[src/hw/pic_defines.vh]
// Functional notes
// - latch flags for errors, rejects, inhibit, counter
// - interrupt low when flag and mask set
// - bit 0 on enabled transmit-data parity error
// - check all transmitter-bound data, not pass-through
// - bit 1 on enabled management write parity mismatch
// - conditional write skips changed bits, sets bit 3
// - bit 4 when link counter hits zero, reset
// - summary bits follow masked receive conditions
// - bit 7 follows any user sense bit
`ifndef PIC_DEFINES_VH
`define PIC_DEFINES_VH
// ==========================================================
// register map
`define PIC_ADDR_INTR_COND   8'h02
`define PIC_ADDR_INTR_MASK   8'h03
`define PIC_ADDR_INTR_CMP    8'h1A
`define PIC_ADDR_DEV_ID      8'h18
`define PIC_ADDR_LINK_COUNT  8'h16
// ==========================================================
// field positions of the interrupt condition register
`define PIC_BIT_DPE   0
`define PIC_BIT_CPE   1
`define PIC_BIT_WREJ  2
`define PIC_BIT_CWI   3
`define PIC_BIT_LINK_ERROR_THRESHOLD_FLAG  4
`define PIC_BIT_RCA   5
`define PIC_BIT_RCB   6
`define PIC_BIT_UDI   7
// ==========================================================
// reset values
`define PIC_COND_RST  8'h10
`define PIC_MASK_RST  8'h00
`define PIC_ZERO8     8'h00
`endif

[src/hw/pic_parity_chk.v]
`timescale 1ns/1ps
`include "pic_defines.vh"
// parity checker, odd or even as odd_i selects, over a data byte and its parity bit
module pic_parity_chk #(
  parameter WIDTH = 8
) (
  input  wire [WIDTH-1:0] data_i,
  input  wire             parity_i,
  input  wire             odd_i,
  output wire             error_o
);
  // ==========================================================
  // mismatch when total ones disagree with chosen sense
  assign error_o = (^{data_i, parity_i}) ^ odd_i;
endmodule // pic_parity_chk

[src/hw/pic_intr_cond.v]
`timescale 1ns/1ps
`include "pic_defines.vh"
// interrupt condition register, mask, compare and interrupt pin
module pic_intr_cond #(
  parameter DW = 8
) (
  input  wire          CLOCK_I,
  input  wire          SRST_I,
  // management bus, one-cycle strobes
  input  wire [7:0]    MGMT_ADDR_I,
  input  wire [DW-1:0] MGMT_BUS_DATA_I,
  input  wire          MGMT_BUS_PARITY_I,
  input  wire          MGMT_WR_I,
  input  wire          MGMT_RD_I,
  input  wire          MGMT_PAR_EN_I,
  input  wire          MGMT_READ_ONLY_I,
  output reg  [DW-1:0] MGMT_RDATA_O,
  // transmit data path
  input  wire [DW-1:0] TX_DATA_I,
  input  wire          TX_PARITY_I,
  input  wire          TX_VALID_I,
  input  wire          TX_TO_TRANSMITTER_I,
  input  wire          REQ_PAR_EN_I,
  // event sources
  input  wire          LINK_ERR_ZERO_I,
  input  wire          CWI_EXT_I,
  input  wire [DW-1:0] RECEIVE_CONDITION_REG_A_I,
  input  wire [DW-1:0] RECEIVE_MASK_REG_A_I,
  input  wire [DW-1:0] RECEIVE_CONDITION_REG_B_I,
  input  wire [DW-1:0] RECEIVE_MASK_REG_B_I,
  input  wire [2:0]    USER_SENSE_I,
  output reg           INTR_N_O,
  output reg  [DW-1:0] INTERRUPT_CONDITION_O
);
  reg  [DW-1:0] cond_r;
  reg  [DW-1:0] cond_nxt;
  reg  [DW-1:0] mask_r;
  reg  [DW-1:0] cmp_r;
  reg  [DW-1:0] keep;
  wire          mgmt_perr;
  wire          tx_perr;
  wire          wr_ok;
  wire          wr_cond;

  // ==========================================================
  // parity checkers; error when data plus parity bit holds an odd count of ones
  pic_parity_chk #(.WIDTH(DW)) u_mgmt_par (
    .data_i   (MGMT_BUS_DATA_I),
    .parity_i (MGMT_BUS_PARITY_I),
    .odd_i    (1'b0),
    .error_o  (mgmt_perr)
  );
  pic_parity_chk #(.WIDTH(DW)) u_tx_par (
    .data_i   (TX_DATA_I),
    .parity_i (TX_PARITY_I),
    .odd_i    (1'b0),
    .error_o  (tx_perr)
  );

  // with MGMT_PAR_EN_I set, a bad-parity write is dropped so corrupt data never lands
  assign wr_ok   = MGMT_WR_I & ~(MGMT_PAR_EN_I & mgmt_perr) & ~MGMT_READ_ONLY_I;
  assign wr_cond = wr_ok & (MGMT_ADDR_I == `PIC_ADDR_INTR_COND);

  // ==========================================================
  // next value of the condition register
  always @* begin
    cond_nxt = cond_r;
    keep     = `PIC_ZERO8;
    // conditional write: only bits unchanged since last read may clear
    if (wr_cond) begin
      keep     = ~(cond_r ^ cmp_r);
      cond_nxt = (cond_r & ~keep) | (MGMT_BUS_DATA_I & keep & cond_r);
    end
    // sources set after the write so set wins over clear
    if (REQ_PAR_EN_I & TX_VALID_I & TX_TO_TRANSMITTER_I & tx_perr) begin
      cond_nxt[`PIC_BIT_DPE] = 1'b1;
    end
    if (MGMT_WR_I & MGMT_PAR_EN_I & mgmt_perr) begin
      cond_nxt[`PIC_BIT_CPE] = 1'b1;
    end
    if (MGMT_WR_I & MGMT_READ_ONLY_I) begin
      cond_nxt[`PIC_BIT_WREJ] = 1'b1;
    end
    if ((wr_cond & (|(MGMT_BUS_DATA_I & ~keep & cond_r) | |(~MGMT_BUS_DATA_I & ~keep))) | CWI_EXT_I) begin
      cond_nxt[`PIC_BIT_CWI] = 1'b1;
    end
    if (LINK_ERR_ZERO_I) begin
      cond_nxt[`PIC_BIT_LINK_ERROR_THRESHOLD_FLAG] = 1'b1;
    end
    // level-following summaries, not clearable by software
    cond_nxt[`PIC_BIT_RCA] = |(RECEIVE_CONDITION_REG_A_I & RECEIVE_MASK_REG_A_I);
    cond_nxt[`PIC_BIT_RCB] = |(RECEIVE_CONDITION_REG_B_I & RECEIVE_MASK_REG_B_I);
    cond_nxt[`PIC_BIT_UDI] = |USER_SENSE_I;
  end

  // ==========================================================
  // registers; link counter resets to zero so threshold sets
  always @(posedge CLOCK_I) begin
    if (SRST_I) begin
      cond_r                <= `PIC_COND_RST;
      mask_r                <= `PIC_MASK_RST;
      cmp_r                 <= `PIC_ZERO8;
      INTR_N_O              <= 1'b1;
      MGMT_RDATA_O          <= `PIC_ZERO8;
      INTERRUPT_CONDITION_O <= `PIC_COND_RST;
    end else begin
      cond_r <= cond_nxt;
      if (wr_ok & (MGMT_ADDR_I == `PIC_ADDR_INTR_MASK)) begin
        mask_r <= MGMT_BUS_DATA_I;
      end
      // a read of the condition register snapshots it into the compare register
      if (MGMT_RD_I & (MGMT_ADDR_I == `PIC_ADDR_INTR_COND)) begin
        cmp_r <= cond_r;
      end
      if (MGMT_RD_I) begin
        case (MGMT_ADDR_I)
          `PIC_ADDR_INTR_COND: MGMT_RDATA_O <= cond_r;
          `PIC_ADDR_INTR_MASK: MGMT_RDATA_O <= mask_r;
          `PIC_ADDR_INTR_CMP:  MGMT_RDATA_O <= cmp_r;
          default:             MGMT_RDATA_O <= `PIC_ZERO8;
        endcase
      end
      INTR_N_O              <= ~|(cond_nxt & mask_r);
      INTERRUPT_CONDITION_O <= cond_nxt;
    end
  end
endmodule // pic_intr_cond

[config.mk]
export PLATFORM = sky130hd
export DESIGN_NAME = pic_intr_cond
export DESIGN_NICKNAME = d
export VERILOG_FILES = /design/src/hw/pic_parity_chk.v /design/src/hw/pic_intr_cond.v
export VERILOG_INCLUDE_DIRS = /design/src /design/src/hw
export SDC_FILE = /design/constraint.sdc
export NUM_CORES = 1
export LEC_CHECK = 0
export BUFFER_PORTS_ARGS = -buffer_cell sky130_fd_sc_hd__buf_4
export CAP_MARGIN = 10
export CORE_MARGIN = 2
export CORE_UTILIZATION = 49
export CTS_CLUSTER_DIAMETER = 40
export DETAILED_ROUTE_END_ITERATION = 6
export PLACE_DENSITY = 0.83
export SYNTH_ARGS = -nofsm -noshare
export SYNTH_HDL_FRONTEND = slang
export SYNTH_SLANG_ARGS = --single-unit
[constraint.sdc]
create_clock -name CLOCK_I -period 3.7 [get_ports CLOCK_I]
set_clock_uncertainty 0.15 [all_clocks]
set_input_delay 0.185 -clock CLOCK_I [delete_from_list [all_inputs] [get_ports CLOCK_I]]
set_output_delay 0.185 -clock CLOCK_I [all_outputs]
set_load 0.02 [all_outputs]
==> results.py, run 1 <==
metrics = {
    "critical_path": {
        "worst_ep_required_time_ns": 3.76,
        "end_kind": "flip-flop",
        "criticalPathCategory": "reg2reg",
        "r2r-start": "cond_r[3]",
        "r2r_cells": 8,
        "r2r_slack_ns": 1.19,
        "startpoint_type": "flip-flop",
        "path_max_fanout": 7,
        "crit_arrival_ns": 2.58,
        "timing.rr.end": "INTR_N_O",
    },
    "pwr": {
        "power_density_mw_per_mm2": 298,
        "ir_drop_uv": 242,
        "comb_power_share": 0.235,
        "power_frac_seq": 0.451,
        "p_leak_uw": 0.00119,
        "p_clk_frac": 0.314,
        "p_sw_frac": 0.275,
        "switching_power_uw": 229,
        "p_int_uw": 603,
    },
    "clock_network": {
        "cts_sinks": 33,
        "cts_buffer_depth": 2,
        "cts-root-buf": "clkbuf_8",
        "cts_inserted_buffers": 5,
        "post_cts_resized": 0,
        "cts_tree": "yes",
        "clock_latency_ns": 0.28,
        "cts-htree-levels": 2,
        "clk_pin_slew_ns": 0.07,
    },
    "global_routing": {
        "grt_overflow": 0,
        "grtUsageTotal": 0.255,
        "grt_max_degree": 31,
        "grt_pass1_vias": 2004,
        "antenna_found_initial": 0,
        "grt_pass1_wl_um": 8870,
    },
    "sta": {
        "rsz0062_at_grt": "false",
        "worstMarginPinSlew_ns": 0.838,
        "max_slew_margin": 0.440,
        "fin_tns_setup_ns": 0,
        "fmaxAchievable_mhz": 398,
        "timing.final.crit_share": 0.679,
        "finalHoldViolCount": 0,
        "slew_violations": 0,
        "period_needed_ns": 2.51,
        "whs_ns": 0.0239,
        "finalSetupViolCount": 0,
    },
    "die": {
        "die-area_mm2": 0.00462,
        "die_y_um": 68.0,
        "ios": 89,
        "die_w_um": 68.0,
        "core_mm2": 0.00397,
        "initial_core_util": 0.505,
        "rows": 23,
    },
    "yosys": {
        "synth_fp_nets": 309,
        "netlist_area_mm2": 0.00200,
        "netlist.area_leader.share": 0.330,
        "synthCells": 232,
        "yosysSeqAreaShare": 0.330,
        "synth_edf_count": 0,
        "yosysMostFrequentCell": "dfxtp_1",
        "synth_commonest_cells": "dfxtp_1, nand2_1, a21oi_1, nor2_1, inv_1",
        "dominantRegCellSynth": "dfxtp_1",
        "syn_avg_cell_area_um2": 8.64,
        "ys_ff_latch": 33,
        "synthDistinctLibCells": 48,
        "yosysTopAreaCell": "dfxtp_1",
        "synth_area_leaders": "dfxtp_1, a21oi_1, nand2_1",
        "synthArstFlopShare": 0,
        "ys_warn_count": 0,
    },
    "route": {
        "num_vias": 2116,
        "routed_wirelength_um": 5440,
        "first_iter_violations": 138,
        "drt_first_pass_iters": 6,
        "ant_nets": 0,
        "via_per_inst": 5.67,
        "routedWlPerCell_um": 14.6,
        "drc": 0,
    },
    "cells_and_area": {
        "area_growth_pct": 39.4,
        "fillers": 343,
        "n_antenna_cell": 0,
        "final_net_count": 399,
        "drive_gt1_frac": 0.319,
    },
    "worst_hold_path": {
        "hold_class": "in2reg",
        "hold_end": "mask_r[2]",
        "worstHoldStart": "MGMT_BUS_DATA_I[2]",
        "worstHoldPathCells": 3,
    },
    "place": {
        "portBuffers": 88,
        "dpl.hpwl_um": 4250,
        "place.gp.congestion": 0.970,
    },
    "status": {
        "outcome": "finished, final reports clean",
    },
    "flow_run": {
        "cap_violations": 0,
    },
}
metal layers:
| metal | track usage | vias to the layer above | wire length, um |
|---|---|---|---|
| met5 | 0 | - | 0 |
| met4 | 0.0800 | 0 | 110 |
| met3 | 0.0674 | 13 | 513 |
| met2 | 0.447 | 111 | 2670 |
| met1 | 0.302 | 956 | 2150 |
| li1 | - | 1036 | - |
layout make-up:
| cell class | count | area, um^2 | area share |
|---|---|---|---|
| clock inverters | 2 | 10.0 | 0.00358 |
| clock buffers | 6 | 72.6 | 0.0260 |
| inverters | 11 | 41.3 | 0.0148 |
| well taps | 50 | 62.6 | 0.0224 |
| multi-input cells | 180 | 1260 | 0.450 |
| repair buffers | 91 | 691 | 0.247 |
| flip-flops and latches | 33 | 661 | 0.236 |
worst max-delay path, cell delays in order, from the launching register on:
cell and delay [ns]:
dfxtp_1 0.37, ha_1 0.30, nor2_1 0.03, a2111oi_0 0.34, o221ai_1 0.20, or4_1 0.50, nor4_1 0.33, nor3_2 0.08
a21oi_1 0.15
what timing repair did:
item | in CTS | in global routing
buffers inserted | 0 | 0
hold endpoints to repair | 2 | 0
hold buffers | 3 | 0
sequential cells by signal, summed over array words and instances, names as in the netlist:
signal and flops:
cmp_r 8, mask_r 8, cond_r 8, INTR_N_O 1, MGMT_RDATA_O 8
cells by family (layout without fill, tap and decap cells):
| logic type | after synthesis | count (layout) | share of synthesized area |
|---|---|---|---|
| and+or+nand+nor | 93 | 93 | 0.245 |
| buffers and inverters | 19 | 110 | 0.0437 |
| muxes | 9 | 9 | 0.0474 |
| DFF | 33 | 33 | 0.330 |
| adders and majority gates | 5 | 5 | 0.0312 |
| xor gates and xnor gates | 15 | 15 | 0.0861 |
| AOI/OAI and AO/OA | 58 | 58 | 0.217 |
worst max-delay path by stage:
stage | start | endpoint | slack [ns] | depth (start not counted)
floorplan | cond_r[3] | INTR_N_O | 1.37 | 8
global placement | cmp_r[3] | INTR_N_O | 1.31 | 9
detailed placement | cond_r[3] | INTR_N_O | 1.25 | 8
CTS | cond_r[3] | INTR_N_O | 1.19 | 8
global route | cmp_r[3] | INTR_N_O | 1.05 | 9
finish | cond_r[3] | INTR_N_O | 1.19 | 8
placed cells by master, fill, tap and decap left out, types with 4 or more instances in the layout:
| cell | netlist | final |
|---|---|---|
| ha_1 | 5 | 5 |
| clkbuf_8 | 0 | 5 |
| xnor2_1 | 9 | 9 |
| nand4_1 | 4 | 4 |
| nor2_1 | 19 | 19 |
| nor2b_1 | 5 | 5 |
| o21ai_0 | 4 | 4 |
| a222oi_1 | 8 | 8 |
| nand2b_1 | 8 | 8 |
| inv_1 | 11 | 11 |
| nand2_1 | 24 | 24 |
| and2_1 | 5 | 5 |
| a22oi_1 | 10 | 10 |
| mux2i_1 | 8 | 8 |
| buf_4 | 0 | 88 |
| dfxtp_1 | 33 | 33 |
| a21oi_1 | 19 | 19 |
| nand3_1 | 10 | 10 |
power by group through the flow:
stage                     Clock [uW]  Combinational, uW  Sequential [uW]
after floorplan                    0               97.2              388
after global routing             282                212              376
after global placement             0                190              383
after CTS                        266                195              375
after detailed placement           0                193              382
final                            261                196              375
metrics by stage:
stage	cells	total power [uW]	worst slack (ns)	cell area, um^2	utilization
floorplan	232	485	1.37	2000	-
global placement	362	572	1.31	2680	0.675
detailed placement	362	575	1.25	2680	0.675
CTS	373	836	1.19	2790	0.704
global route	373	871	1.05	2790	0.704
finish	373	831	1.19	2790	0.704
(Power assumes the default switching activity.)
==> inputs of run 2 (changes only) <==
--- a/config.mk
+++ b/config.mk
@@ -9,10 +9,10 @@
 export BUFFER_PORTS_ARGS = -buffer_cell sky130_fd_sc_hd__buf_4
 export CAP_MARGIN = 10
 export CORE_MARGIN = 2
-export CORE_UTILIZATION = 49
+export CORE_UTILIZATION = 43
 export CTS_CLUSTER_DIAMETER = 40
 export DETAILED_ROUTE_END_ITERATION = 6
-export PLACE_DENSITY = 0.83
+export PLACE_DENSITY = 0.77
 export SYNTH_ARGS = -nofsm -noshare
 export SYNTH_HDL_FRONTEND = slang
 export SYNTH_SLANG_ARGS = --single-unit
==> constraint.sdc (replaced) <==
create_clock -name CLOCK_I -period 2.11 [get_ports CLOCK_I]
set_clock_uncertainty 0.15 [all_clocks]
set_input_delay 0.1055 -clock CLOCK_I [delete_from_list [all_inputs] [get_ports CLOCK_I]]
set_output_delay 0.1055 -clock CLOCK_I [all_outputs]
set_load 0.02 [all_outputs]
==> results.py, run 2 (synthesized netlist as in run 1, its figures left out) <==
metrics = {
    "cells_and_area": {
        "layout_common_cells": "buf_4, dfxtp_1, nand2_1",
        "area_growth_pct": 52.7,
        "fin_cells": 398,
        "final_net_count": 422,
        "fin_util": 0.693,
        "mostFrequentLayoutCell": "buf_4",
        "drive_gt1_frac": 0.370,
        "n_antenna_cell": 0,
    },
    "critical_path": {
        "r2r_cells": 9,
        "startpoint_type": "flip-flop",
        "startpoint": "cmp_r[3]",
        "crit_arrival_ns": 2.15,
        "cp_cell_sequence": "inv_2 -> ha_4 -> nor2_2 -> a2111oi_4 -> o221ai_1 -> or4_1 -> nor4_2 -> nor3_2 -> a21oi_1",
        "r2r-start": "cmp_r[3]",
        "max_stage_delay_ns": 0.44,
        "criticalPathCategory": "reg2reg",
        "critPathSlowestCell": "or4_1",
        "worst_ep_required_time_ns": 2.19,
        "path_max_fanout": 2,
        "end_kind": "flip-flop",
    },
    "route": {
        "routed_wirelength_um": 5910,
        "drc": 0,
        "ant_nets": 0,
        "first_iter_violations": 148,
        "drt_first_pass_iters": 5,
        "routedWlPerCell_um": 14.9,
        "num_vias": 2224,
        "via_per_inst": 5.59,
    },
    "clock_network": {
        "clk_pin_slew_ns": 0.07,
        "clock_latency_ns": 0.29,
        "cts_buffer_depth": 2,
        "cts_sinks": 33,
        "cts_inserted_buffers": 5,
        "cts_tree": "yes",
        "cts-htree-levels": 2,
        "cts-root-buf": "clkbuf_8",
    },
    "global_routing": {
        "grtUsageTotal": 0.240,
        "antenna_found_initial": 0,
        "grt_overflow": 0,
        "grt_max_degree": 31,
        "grt_pass1_vias": 2194,
        "grt_pass1_wl_um": 9760,
    },
    "sta": {
        "worstMarginPinSlew_ns": 0.604,
        "finalHoldViolCount": 0,
        "whs_ns": 0.0301,
        "period_needed_ns": 2.07,
        "timing.final.crit_share": 0.982,
        "max_slew_margin": 0.596,
        "rsz0062_at_grt": "true",
        "fmaxAchievable_mhz": 483,
        "finalSetupViolCount": 0,
        "slew_violations": 0,
    },
    "pwr": {
        "power_density_mw_per_mm2": 519,
        "ir_drop_uv": 325,
        "p_leak_uw": 0.00132,
    },
    "worst_hold_path": {
        "hold_class": "in2reg",
        "worstHoldStart": "MGMT_BUS_DATA_I[0]",
        "worstHoldPathCells": 4,
    },
    "die": {
        "die_y_um": 72.3,
        "rows": 24,
        "die-area_mm2": 0.00522,
        "initial_core_util": 0.454,
        "ios": 89,
        "core_mm2": 0.00441,
        "die_w_um": 72.3,
    },
    "place": {
        "portBuffers": 88,
        "place.gp.congestion": 0.835,
        "dpl.cell_count": 379,
        "dpl.hpwl_um": 4420,
    },
    "status": {
        "outcome": "finished, final reports clean",
    },
    "flow_run": {
        "cap_violations": 0,
    },
}
==> run 2: path summary, 6_finish.rpt <==
check | endpoint | slack [ns]
min reg2reg | MGMT_RDATA_O[6] | 0.31
max | INTR_N_O | 0.04
max reg2reg | INTR_N_O | 0.04
min | mask_r[0] | 0.03
==> run 2: worst max-delay path, delay by kind of cell (launching register included) <==
family	cells	cell delay, ns
flops	1	0.34
simple gates	4	0.75
compound gates	3	0.47
buf+inv	1	0.04
fa+ha+maj	1	0.25
==> run 2: timing repair <==
item | 4_1_cts | 5_1_grt
resized for setup | 4 | 1
pin swaps | 2 | 2
endpoints found under the setup margin | 2 | 2
setup buffers | 1 | 1
hold endpoints to repair | 10 | 0
hold buffers | 9 | 0
==> run 2: stage by stage <==
stage          setup slack [ns]  power (uW)  setup TNS (ns)  instance area, um^2
2_1_floorplan           -0.0657         852         -0.0657                 2030
3_3_place_gp             -0.124        1050          -0.296                 2830
3_5_place_dp             -0.198        1060          -0.499                 2830
4_1_cts                  -0.173        1600          -0.268                 3040
5_1_grt                 -0.0511        1660         -0.0511                 3060
6_report                 0.0380        1590               0                 3060
==> run 2: where the power goes <==
part	total [uW]	internal, uW	switching (uW)
Combinational	410	239	171
Clock	524	295	230
Sequential	654	635	19.0
Total	1590	1170	420
==> run 2: area by class of cell <==
class | count | area, um^2
Multi-Input combinational cell | 180 | 1300
Fill cell | 368 | 1350
Clock inverter | 1 | 5.00
Inverter | 11 | 41.3
Timing Repair Buffer | 114 | 891
Tap cell | 52 | 65.1
Sequential cell | 33 | 666
Clock buffer | 7 | 96.3
==> run 2: layer usage <==
layer  track usage  wire length [um]  share of wire
met5             0                 0              0
met4        0.0818                89          0.015
met3        0.0625               498          0.084
met2         0.410              2950           0.50
met1         0.291              2370           0.40
